[src/verilog/ghpm_defs.vh]
// Constants for the pin block with hot-plug signal mapping.
`ifndef GHPM_DEFS_VH
`define GHPM_DEFS_VH
`define GHPM_ADDR_W       12
`define GHPM_PIN_CNT      9
`define GHPM_GRP_CNT      5
`define GHPM_SEL_W        5
`define GHPM_PORT_CNT     31
`define GHPM_MAP_W        25
`define GHPM_HP_IN_BASE   0
`define GHPM_HP_OUT_BASE  5
`define GHPM_OFF_FUNC     12'hA90
`define GHPM_OFF_DIR      12'hAA8
`define GHPM_OFF_DATA     12'hAB0
`define GHPM_OFF_MAP      12'hAB8
`define GHPM_SEL_NONE     5'h1F
`define GHPM_FUNC_RST     9'h000
`define GHPM_DIR_RST      9'h000
`define GHPM_DATA_RST     9'h000
`define GHPM_MAP_RST      25'h1FFFFFF
`define GHPM_RESP_OKAY    2'h0
`define GHPM_RESP_SLVERR  2'h2
`endif

[src/verilog/ghpm_top.v]
// Pin block: direction, data, function select and hot-plug group mapping over AXI4-Lite.
//
// Added by the designer: the AXI4-Lite interface to the registers.
`timescale 1ns/1ps
`include "ghpm_defs.vh"

module ghpm_top (
	input  wire                          sys_clk,
	input  wire                          rst,
	input  wire                          clk_en,
	input  wire [`GHPM_ADDR_W-1:0]       s_axi_awaddr,
	input  wire [2:0]                    s_axi_awprot,
	input  wire                          s_axi_awvalid,
	output wire                          s_axi_awready,
	input  wire [31:0]                   s_axi_wdata,
	input  wire [3:0]                    s_axi_wstrb,
	input  wire                          s_axi_wvalid,
	output wire                          s_axi_wready,
	output wire [1:0]                    s_axi_bresp,
	output wire                          s_axi_bvalid,
	input  wire                          s_axi_bready,
	input  wire [`GHPM_ADDR_W-1:0]       s_axi_araddr,
	input  wire [2:0]                    s_axi_arprot,
	input  wire                          s_axi_arvalid,
	output wire                          s_axi_arready,
	output wire [31:0]                   s_axi_rdata,
	output wire [1:0]                    s_axi_rresp,
	output wire                          s_axi_rvalid,
	input  wire                          s_axi_rready,
	input  wire [`GHPM_PIN_CNT-1:0]      pin_in,
	output wire [`GHPM_PIN_CNT-1:0]      pin_out,
	output wire [`GHPM_PIN_CNT-1:0]      pin_oe_n,
	input  wire [`GHPM_PORT_CNT-1:0]     port_hp_indicator,
	output wire [`GHPM_PORT_CNT-1:0]     port_hp_presence
);

	// Register state.
	reg  [`GHPM_PIN_CNT-1:0]  pin_function_select_bits_ff;
	reg  [`GHPM_PIN_CNT-1:0]  nxt_pin_function_select_bits;
	reg  [`GHPM_PIN_CNT-1:0]  pin_direction_bits_ff;
	reg  [`GHPM_PIN_CNT-1:0]  nxt_pin_direction_bits;
	reg  [`GHPM_PIN_CNT-1:0]  pin_level_bits_ff;
	reg  [`GHPM_PIN_CNT-1:0]  nxt_pin_level_bits;
	reg  [`GHPM_MAP_W-1:0]    hotplug_map_ff;
	reg  [`GHPM_MAP_W-1:0]    nxt_hotplug_map;

	// Pin synchroniser; the first stage feeds only the second.
	reg  [`GHPM_PIN_CNT-1:0]  pin_meta_ff;
	reg  [`GHPM_PIN_CNT-1:0]  pin_sync_ff;

	// Pin and port outputs.
	reg  [`GHPM_PIN_CNT-1:0]  pin_out_ff;
	reg  [`GHPM_PIN_CNT-1:0]  pin_oe_n_ff;
	reg  [`GHPM_PORT_CNT-1:0] port_hp_presence_ff;
	wire [`GHPM_PIN_CNT-1:0]  nxt_pin_out;
	wire [`GHPM_PIN_CNT-1:0]  nxt_pin_oe_n;
	wire [`GHPM_PORT_CNT-1:0] nxt_port_hp_presence;

	// Bus slave state.
	reg                       aw_held_ff;
	reg  [`GHPM_ADDR_W-1:0]   aw_addr_ff;
	reg                       w_held_ff;
	reg  [31:0]               w_data_ff;
	reg  [3:0]                w_strb_ff;
	reg                       awready_ff;
	reg                       wready_ff;
	reg                       bvalid_ff;
	reg  [1:0]                bresp_ff;
	reg                       arready_ff;
	reg                       rvalid_ff;
	reg  [1:0]                rresp_ff;
	reg  [31:0]               rdata_ff;

	wire                      aw_take;
	wire                      w_take;
	wire                      ar_take;
	wire                      aw_have;
	wire                      w_have;
	wire                      wr_fire;
	wire [`GHPM_ADDR_W-1:0]   wr_addr;
	wire [31:0]               wr_data;
	wire [3:0]                wr_strb;
	wire [31:0]               lane_mask;
	wire                      wr_hit;
	wire                      nxt_aw_held;
	wire                      nxt_w_held;
	wire                      nxt_bvalid;
	wire                      nxt_rvalid;
	reg  [31:0]               rd_word;
	reg                       rd_hit;

	// Hot-plug group decode.
	wire [`GHPM_SEL_W-1:0]    grp_sel [0:`GHPM_GRP_CNT-1];
	wire [`GHPM_GRP_CNT-1:0]  grp_attached;
	wire [`GHPM_GRP_CNT-1:0]  grp_drive;
	wire [`GHPM_GRP_CNT-1:0]  grp_sense;
	wire [`GHPM_PIN_CNT-1:0]  gpio_out_mask;
	wire [`GHPM_GRP_CNT*`GHPM_PORT_CNT-1:0] grp_port_drv;

	assign s_axi_awready = awready_ff;
	assign s_axi_wready  = wready_ff;
	assign s_axi_bvalid  = bvalid_ff;
	assign s_axi_bresp   = bresp_ff;
	assign s_axi_arready = arready_ff;
	assign s_axi_rvalid  = rvalid_ff;
	assign s_axi_rresp   = rresp_ff;
	assign s_axi_rdata   = rdata_ff;
	assign pin_out       = pin_out_ff;
	assign pin_oe_n      = pin_oe_n_ff;
	assign port_hp_presence = port_hp_presence_ff;

	// Address and data are taken independently; the write fires once both are held or taken this cycle.
	assign aw_take = s_axi_awvalid & awready_ff;
	assign w_take  = s_axi_wvalid & wready_ff;
	assign ar_take = s_axi_arvalid & arready_ff;
	assign aw_have = aw_held_ff | aw_take;
	assign w_have  = w_held_ff | w_take;
	assign wr_fire = aw_have & w_have & ~bvalid_ff;
	assign wr_addr = aw_held_ff ? aw_addr_ff : s_axi_awaddr;
	assign wr_data = w_held_ff ? w_data_ff : s_axi_wdata;
	assign wr_strb = w_held_ff ? w_strb_ff : s_axi_wstrb;
	assign lane_mask = {{8{wr_strb[3]}}, {8{wr_strb[2]}}, {8{wr_strb[1]}}, {8{wr_strb[0]}}};
	assign wr_hit  = (wr_addr == `GHPM_OFF_FUNC) | (wr_addr == `GHPM_OFF_DIR) |
	                 (wr_addr == `GHPM_OFF_DATA) | (wr_addr == `GHPM_OFF_MAP);
	assign nxt_aw_held = aw_have & ~wr_fire;
	assign nxt_w_held  = w_have & ~wr_fire;
	assign nxt_bvalid  = wr_fire | (bvalid_ff & ~s_axi_bready);
	assign nxt_rvalid  = ar_take | (rvalid_ff & ~s_axi_rready);

	// Pins that software may drive through the data field. Bits aimed at any other pin are
	// dropped, not stored, so a pin turned into an output later drives the level it last held.
	assign gpio_out_mask = ~pin_function_select_bits_ff & pin_direction_bits_ff;

	// Register writes honour byte strobes; reserved bits are not stored.
	always @* begin
		nxt_pin_function_select_bits = pin_function_select_bits_ff;
		nxt_pin_direction_bits       = pin_direction_bits_ff;
		nxt_pin_level_bits           = pin_level_bits_ff;
		nxt_hotplug_map              = hotplug_map_ff;
		if (wr_fire) begin
			case (wr_addr)
				`GHPM_OFF_FUNC: begin
					nxt_pin_function_select_bits = (pin_function_select_bits_ff &
						~lane_mask[`GHPM_PIN_CNT-1:0]) |
						(wr_data[`GHPM_PIN_CNT-1:0] & lane_mask[`GHPM_PIN_CNT-1:0]);
				end
				`GHPM_OFF_DIR: begin
					nxt_pin_direction_bits = (pin_direction_bits_ff &
						~lane_mask[`GHPM_PIN_CNT-1:0]) |
						(wr_data[`GHPM_PIN_CNT-1:0] & lane_mask[`GHPM_PIN_CNT-1:0]);
				end
				`GHPM_OFF_DATA: begin
					nxt_pin_level_bits = (pin_level_bits_ff &
						~(lane_mask[`GHPM_PIN_CNT-1:0] & gpio_out_mask)) |
						(wr_data[`GHPM_PIN_CNT-1:0] &
						lane_mask[`GHPM_PIN_CNT-1:0] & gpio_out_mask);
				end
				`GHPM_OFF_MAP: begin
					nxt_hotplug_map = (hotplug_map_ff & ~lane_mask[`GHPM_MAP_W-1:0]) |
						(wr_data[`GHPM_MAP_W-1:0] & lane_mask[`GHPM_MAP_W-1:0]);
				end
				default: begin
					nxt_hotplug_map = hotplug_map_ff;
				end
			endcase
		end
	end

	// Read decode; unmapped offsets answer zero with an error.
	// The synchroniser clears to zero, so the data field reads zero for two cycles after reset.
	always @* begin
		rd_word = 32'h00000000;
		rd_hit  = 1'b1;
		case (s_axi_araddr)
			`GHPM_OFF_FUNC: begin
				rd_word[`GHPM_PIN_CNT-1:0] = pin_function_select_bits_ff;
			end
			`GHPM_OFF_DIR: begin
				rd_word[`GHPM_PIN_CNT-1:0] = pin_direction_bits_ff;
			end
			`GHPM_OFF_DATA: begin
				rd_word[`GHPM_PIN_CNT-1:0] = pin_sync_ff;
			end
			`GHPM_OFF_MAP: begin
				rd_word[`GHPM_MAP_W-1:0] = hotplug_map_ff;
			end
			default: begin
				rd_hit = 1'b0;
			end
		endcase
	end

	// Per group: attachment and the sensed input of that group.
	genvar g;
	generate
		for (g = 0; g < `GHPM_GRP_CNT; g = g + 1) begin : grp_gen
			assign grp_sel[g] = hotplug_map_ff[g*`GHPM_SEL_W +: `GHPM_SEL_W];
			assign grp_attached[g] = (grp_sel[g] != `GHPM_SEL_NONE);
			// Input level counts only when attached and the pin runs its alternate function.
			assign grp_sense[g] = grp_attached[g] &
				pin_function_select_bits_ff[`GHPM_HP_IN_BASE + g] &
				pin_sync_ff[`GHPM_HP_IN_BASE + g];
			// Drive the attached port's indicator, else drive low.
			assign grp_drive[g] = grp_attached[g] &
				(|grp_port_drv[g*`GHPM_PORT_CNT +: `GHPM_PORT_CNT]);
		end
	endgenerate

	// Per port: OR of every group attached to it, so a port may own several groups.
	genvar p;
	generate
		for (p = 0; p < `GHPM_PORT_CNT; p = p + 1) begin : port_gen
			wire [`GHPM_GRP_CNT-1:0] hit;
			genvar h;
			for (h = 0; h < `GHPM_GRP_CNT; h = h + 1) begin : hit_gen
				// The port number is compared, never used as an index, so the unattached
				// code cannot reach past the last port.
				wire sel_match;
				assign sel_match = ({{(32-`GHPM_SEL_W){1'b0}}, grp_sel[h]} == p);
				assign hit[h] = grp_sense[h] & sel_match;
				assign grp_port_drv[h*`GHPM_PORT_CNT + p] =
					port_hp_indicator[p] & sel_match;
			end
			assign nxt_port_hp_presence[p] = |hit;
		end
	endgenerate

	// Per pin drive. Pins below the output base carry group inputs in alternate mode,
	// so they are never driven there; the upper pins carry group outputs.
	// Group four has no output pin, so its output is not brought out.
	genvar n;
	generate
		for (n = 0; n < `GHPM_PIN_CNT; n = n + 1) begin : pin_gen
			if (n < `GHPM_HP_OUT_BASE) begin : in_pin
				assign nxt_pin_oe_n[n] = pin_function_select_bits_ff[n] ?
					1'b1 : ~pin_direction_bits_ff[n];
				assign nxt_pin_out[n] = pin_function_select_bits_ff[n] ?
					1'b0 : pin_level_bits_ff[n];
			end else begin : out_pin
				assign nxt_pin_oe_n[n] = pin_function_select_bits_ff[n] ?
					1'b0 : ~pin_direction_bits_ff[n];
				assign nxt_pin_out[n] = pin_function_select_bits_ff[n] ?
					grp_drive[n-`GHPM_HP_OUT_BASE] : pin_level_bits_ff[n];
			end
		end
	endgenerate

	// Register state. All state freezes while the clock enable is low.
	always @(posedge sys_clk) begin
		if (rst) begin
			pin_function_select_bits_ff <= `GHPM_FUNC_RST;
			pin_direction_bits_ff       <= `GHPM_DIR_RST;
			pin_level_bits_ff           <= `GHPM_DATA_RST;
			hotplug_map_ff              <= `GHPM_MAP_RST;
		end else if (clk_en) begin
			pin_function_select_bits_ff <= nxt_pin_function_select_bits;
			pin_direction_bits_ff       <= nxt_pin_direction_bits;
			pin_level_bits_ff           <= nxt_pin_level_bits;
			hotplug_map_ff              <= nxt_hotplug_map;
		end
	end

	// Pin side: synchroniser, pin drive and port presence.
	always @(posedge sys_clk) begin
		if (rst) begin
			pin_meta_ff                 <= {`GHPM_PIN_CNT{1'b0}};
			pin_sync_ff                 <= {`GHPM_PIN_CNT{1'b0}};
			pin_out_ff                  <= {`GHPM_PIN_CNT{1'b0}};
			pin_oe_n_ff                 <= {`GHPM_PIN_CNT{1'b1}};
			port_hp_presence_ff         <= {`GHPM_PORT_CNT{1'b0}};
		end else if (clk_en) begin
			pin_meta_ff                 <= pin_in;
			pin_sync_ff                 <= pin_meta_ff;
			pin_out_ff                  <= nxt_pin_out;
			pin_oe_n_ff                 <= nxt_pin_oe_n;
			port_hp_presence_ff         <= nxt_port_hp_presence;
		end
	end

	// Bus handshake registers. Ready is dropped while a word is held or a response waits,
	// which keeps at most one write and one read in flight.
	// A master must hold off while the clock enable is low: ready stays up then, but
	// nothing is taken.
	always @(posedge sys_clk) begin
		if (rst) begin
			aw_held_ff <= 1'b0;
			aw_addr_ff <= {`GHPM_ADDR_W{1'b0}};
			w_held_ff  <= 1'b0;
			w_data_ff  <= 32'h00000000;
			w_strb_ff  <= 4'h0;
			awready_ff <= 1'b0;
			wready_ff  <= 1'b0;
			bvalid_ff  <= 1'b0;
			bresp_ff   <= `GHPM_RESP_OKAY;
		end else if (clk_en) begin
			aw_held_ff <= nxt_aw_held;
			w_held_ff  <= nxt_w_held;
			if (aw_take) begin
				aw_addr_ff <= s_axi_awaddr;
			end
			if (w_take) begin
				w_data_ff <= s_axi_wdata;
				w_strb_ff <= s_axi_wstrb;
			end
			awready_ff <= ~nxt_aw_held & ~nxt_bvalid;
			wready_ff  <= ~nxt_w_held & ~nxt_bvalid;
			bvalid_ff  <= nxt_bvalid;
			if (wr_fire) begin
				bresp_ff <= wr_hit ? `GHPM_RESP_OKAY : `GHPM_RESP_SLVERR;
			end
		end
	end

	// Read channel; it runs apart from the write side.
	always @(posedge sys_clk) begin
		if (rst) begin
			arready_ff <= 1'b0;
			rvalid_ff  <= 1'b0;
			rresp_ff   <= `GHPM_RESP_OKAY;
			rdata_ff   <= 32'h00000000;
		end else if (clk_en) begin
			arready_ff <= ~nxt_rvalid;
			rvalid_ff  <= nxt_rvalid;
			if (ar_take) begin
				rdata_ff <= rd_word;
				rresp_ff <= rd_hit ? `GHPM_RESP_OKAY : `GHPM_RESP_SLVERR;
			end
		end
	end

endmodule // ghpm_top

[config.mk]
export PLATFORM = sky130hd
export DESIGN_NAME = ghpm_top
export DESIGN_NICKNAME = d
export VERILOG_FILES = /design/src/verilog/ghpm_top.v
export VERILOG_INCLUDE_DIRS = /design/src /design/src/verilog
export SDC_FILE = /design/constraint.sdc
export NUM_CORES = 1
export LEC_CHECK = 0
export BUFFER_PORTS_ARGS = -buffer_cell sky130_fd_sc_hd__buf_4
export CORE_ASPECT_RATIO = 0.9
export CORE_MARGIN = 2
export CORE_UTILIZATION = 56
export CTS_CLUSTER_DIAMETER = 40
export DETAILED_ROUTE_END_ITERATION = 10
export GPL_TIMING_DRIVEN = 1
export PLACE_DENSITY = 0.91
export SYNTH_ARGS = -nofsm -noshare
export SYNTH_HDL_FRONTEND = slang
export SYNTH_SLANG_ARGS = --single-unit
[constraint.sdc]
create_clock -name sys_clk -period 3.2 [get_ports sys_clk]
set_clock_uncertainty 0.1 [all_clocks]
set_input_delay 0.16 -clock sys_clk [delete_from_list [all_inputs] [get_ports sys_clk]]
set_output_delay 0.16 -clock sys_clk [all_outputs]
set_load 0.05 [all_outputs]
---- Yosys cells after proc, flatten, opt, wreduce, memory -nomap -nowiden ----
Index checks and enable logic that the tools add are counted.
operators by class
  multiplexer cells ....................... 26
  reduce and logical (&&, ||, !) cells .... 49
  bitwise operators ....................... 345
  eq/ne operators ......................... 163
operators by type and width
  kind                  count
  $eq 5x5->1 const B    75
  $and 1x1->1           304
  $eq 5x4->1 const B    40
  $reduce_or 5->1       31
  $reduce_or 31->1      4
  $eq 5x3->1 const B    20
  $eq 12x12->1 const B  8
  $and 9x9->9           7
  $and 25x25->25        2
  $eq 5x2->1 const B    10
  $pmux 9 s4            1
  $not 9->9             3
  $or 9x9->9            3
  $eq 5x1->1 const B    5
  $logic_not 5->1       5
  $mux 25               1
  $ne 5x5->1 const B    5
  $not 25->25           1
  $or 25x25->25         1
  $mux 1                19
  $not 1->1             17
  $mux 16               1
  $mux 12               1
  $reduce_and 3->1      4
  other kinds (5)       15
storage, ports and cells
  output and inout port bits .............. 90
  register bits ........................... 196
  logic and storage cells ................. 605

---- Logic depth before layout (Yosys ltp) ----
  depth after elaboration ................. 8
  gate-level depth with buffers ........... 9

---- Least setup slack after synthesis ----
Ideal clock, no wire load.
  path kind ............................... register to register
  from .................................... reg wready_ff (netlist: s_axi_wready)
  to ...................................... reg (tool-made name)
  buffers on the path ..................... 1
  cell stages (with the launch flop) ...... 8
  slack ................................... 0.562 ns
  arrival time ............................ 2.421 ns
  cell sequence ........................... dfxtp_1 -> a21oi_1 -> or3_1 -> buf_6 -> a2111oi_4 -> nand3_4 -> mux2i_1 -> nand2b_1
RTL lines
  item                    line            RTL
  from (decl)             ghpm_top.v:66   reg wready_ff;
  from (signal assigned)  ghpm_top.v:306  wready_ff <= ~nxt_w_held & ~nxt_bvalid;

==> results.tsv <==
stage	metric	value	unit
hold_path	hp-class	input port to register	
sta	finalSetupTns	0	ns
clock_network	cts_sinks	194	
critical_path	cp-start-kind	register	
placed_design	detailed_place_hpwl	27500	um
floorplan	core_area	18400	um^2
placed_design	port_buffers	181	
clock_network	cts_max_path_buffers	2	
clock_network	root_buffer	clkbuf_16	
final_layout	fin_nets	1592	
floorplan	num_rows	47	
route	dr.first_iter.drc_count	1593	
placed_design	placed_area	11900	um^2
sta	period_share	89.3	%
final_layout	fin_area	13100	um^2
route	dr.pass1.iters	6	
clock_network	clock_latency	0.46	ns
sta	min_period	2.86	ns
clock_network	htree_levels	4	
route	routed_wl	39800	um
sta	setup_viol	0	
sta	fmax	350	MHz
logic_synthesis	async_flop_share	0	%
critical_path	r2r_start	aw_held_ff	
final_layout	area.growth.synth_to_final	24.2	%
logic_synthesis	synth_cell_types	67	
critical_path	critPathCaptureType	register	
pwr	ir_drop	388	uV
hold_path	min_path_cells	4	
global_route	grt_util_all_layers	38.6	%
final_layout	drive_gt1_share	19.5	%
logic_synthesis	synth_edf_count	0	
status	status	complete, no violations	
logic_synthesis	synthesis.area	10500	um^2
pwr	p_leak	5.31	nW
route	postRouteAntennaNets	0	
sta	tightest_slew	1.17	ns
hold_path	holdPathEnd	s_axi_awready	
route	num_vias	11400	
floorplan	start_util	57.2	%
hold_path	min-delay-start	s_axi_awvalid	
sta	drv_slew	0	
sta	rsz0062_at_grt	no	
floorplan	pin_count	204	
logic_synthesis	synth-seq-cells	194	
pwr	power_density	421	nW/um^2
clock_network	ctsResizeCount	0	
final_layout	antenna_cells	0	
clock_network	cts_buffers	17	
clock_network	cts_tree	yes	
logic_synthesis	syn_avg_cell_area	8.05	um^2
final_layout	fin_util	71.0	%
global_route	grt_max_degree	90	
final_layout	num-fill-cells	1407	
sta	max_slew_margin	22.0	%
route	drc	0	
critical_path	crit_type	register to register	
logic_synthesis	synth_cells	1307	
logic_synthesis	yosys_warnings	0	
clock_network	post_cts_buffers	0	
clock_network	path_clk_slew	0.08	ns
sta	hold_viol	0	
global_route	grt_pass1_vias	10700	
critical_path	reg2reg_depth	6	
route	drt-vias-per-instance	6.57	
global_route	gr-total-overflow	0	
global_route	antenna_found_initial	0	
critical_path	rrSetupSlack	0.34	ns
sta	timing.hold.ws	0.0119	ns
route	routedWlPerCell	22.9	um
placed_design	place.gp.congestion	1.09	
flow_run	drv_cap	0	
critical_path	cp_max_fo	12	
global_route	grt_pass1_wl	59500	um
critical_path	required	3.44	ns
floorplan	die_area	19900	um^2
floorplan	die_w	149	um
critical_path	arrival	3.09	ns
logic_synthesis	ys.flop_type	dfxtp_1	
floorplan	dieHeight	134	um
logic_synthesis	seq_area_frac_synth	36.9	%
## placed cells by master (no fill, tap or decap), types with 12 or more instances in the layout
cell / count
a211oi_1: 17
a21oi_1: 93
a221oi_1: 19
a22oi_1: 16
a31oi_1: 12
buf_4: 199
clkbuf_16: 17
dfxtp_1: 194
dlygate4sd3_1: 53
inv_1: 14
mux2_2: 39
mux2i_1: 88
nand2_1: 184
nand2b_1: 38
nand3_1: 49
nand3b_1: 15
nand4_1: 12
nor2_1: 149
nor2b_1: 26
nor3_1: 28
o21ai_0: 22
o221ai_1: 16
o22ai_1: 37
o32ai_1: 12
## metal layers
layer | vias to the layer above | global-route usage [%] | share of wire [%]
met5 | - | 0 | 0
met1 | 5361 | 48.9 | 38
li1 | 5063 | - | -
met4 | 0 | 16.6 | 4.6
met2 | 813 | 62.2 | 45
met3 | 162 | 10.2 | 13
## through the flow
stage | power (W) | setup slack, ns | cells
floorplan | 0.00293 | 0.562 | 1315
global placement | 0.00316 | 0.519 | 1651
detailed placement | 0.00317 | 0.480 | 1651
CTS | 0.00547 | 0.427 | 1736
global route | 0.00562 | 0.199 | 1736
finish | 0.00550 | 0.344 | 1736
## area by class of cell
type                    instances  area (um^2)  share of cell area, %
multi-input cells             997         6150                   47.1
flip-flops and latches        194         3880                   29.7
repair buffers                253         2040                   15.6
clock buffers                  17          425                   3.25
well taps                     245          307                   2.34
clock inverters                15          206                   1.58
inverters                      15         56.3                  0.431
## power breakdown
part	switching, W	total (W)	internal, W
registers	0.0000390	0.00250	0.00247
clock network	0.00116	0.00231	0.00115
logic	0.000410	0.000688	0.000279
## worst max-delay path: stages (launching register included)
cell	delay, ns
dfxtp_1	0.62
a21oi_1	0.13
or3_1	0.50
a2111oi_4	0.74
nand3_4	0.28
mux2i_1	0.27
nor2_1	0.09
## worst max path at each step
| stage | startpoint | slack, ns | to |
|---|---|---|---|
| after global routing | aw_held_ff | 0.20 | register |
| after floorplan | s_axi_wready | 0.56 | register |
| after CTS | aw_held_ff | 0.43 | register |
| after detailed placement | aw_held_ff | 0.48 | register |
| final | aw_held_ff | 0.34 | register |
| after global placement | aw_held_ff | 0.52 | register |
## what timing repair did
item	CTS	global route
hold buffers	53	0
endpoints found under the setup margin	0	0
hold endpoints to repair	68	0
## synthesized netlist by cell type, types with 17 or more instances
library cell	number	area [um^2]
nor2_1	149	559
nand2_1	184	691
a21oi_1	93	465
mux2_2	39	439
nor3_1	29	145
a211oi_1	17	128
nand3_1	49	245
nand2b_1	38	238
nor2b_1	26	163
o22ai_1	37	231
a221oi_1	19	166
dfxtp_1	194	3880
mux2i_1	88	881
clkbuf_1	82	308
o21ai_0	22	110
## kinds of logic (layout without fill, tap and decap cells)
| family | count (synthesis) | in the layout | share of synthesized area (%) |
|---|---|---|---|
| simple gates | 562 | 562 | 25.8 |
| compound gates | 297 | 297 | 19.3 |
| flops | 194 | 194 | 36.9 |
| mux | 129 | 129 | 13.0 |
| buf+inv | 124 | 300 | 4.98 |
| other cells | 1 | 9 | 0.0356 |
Power figures use the tool's default switching activity.
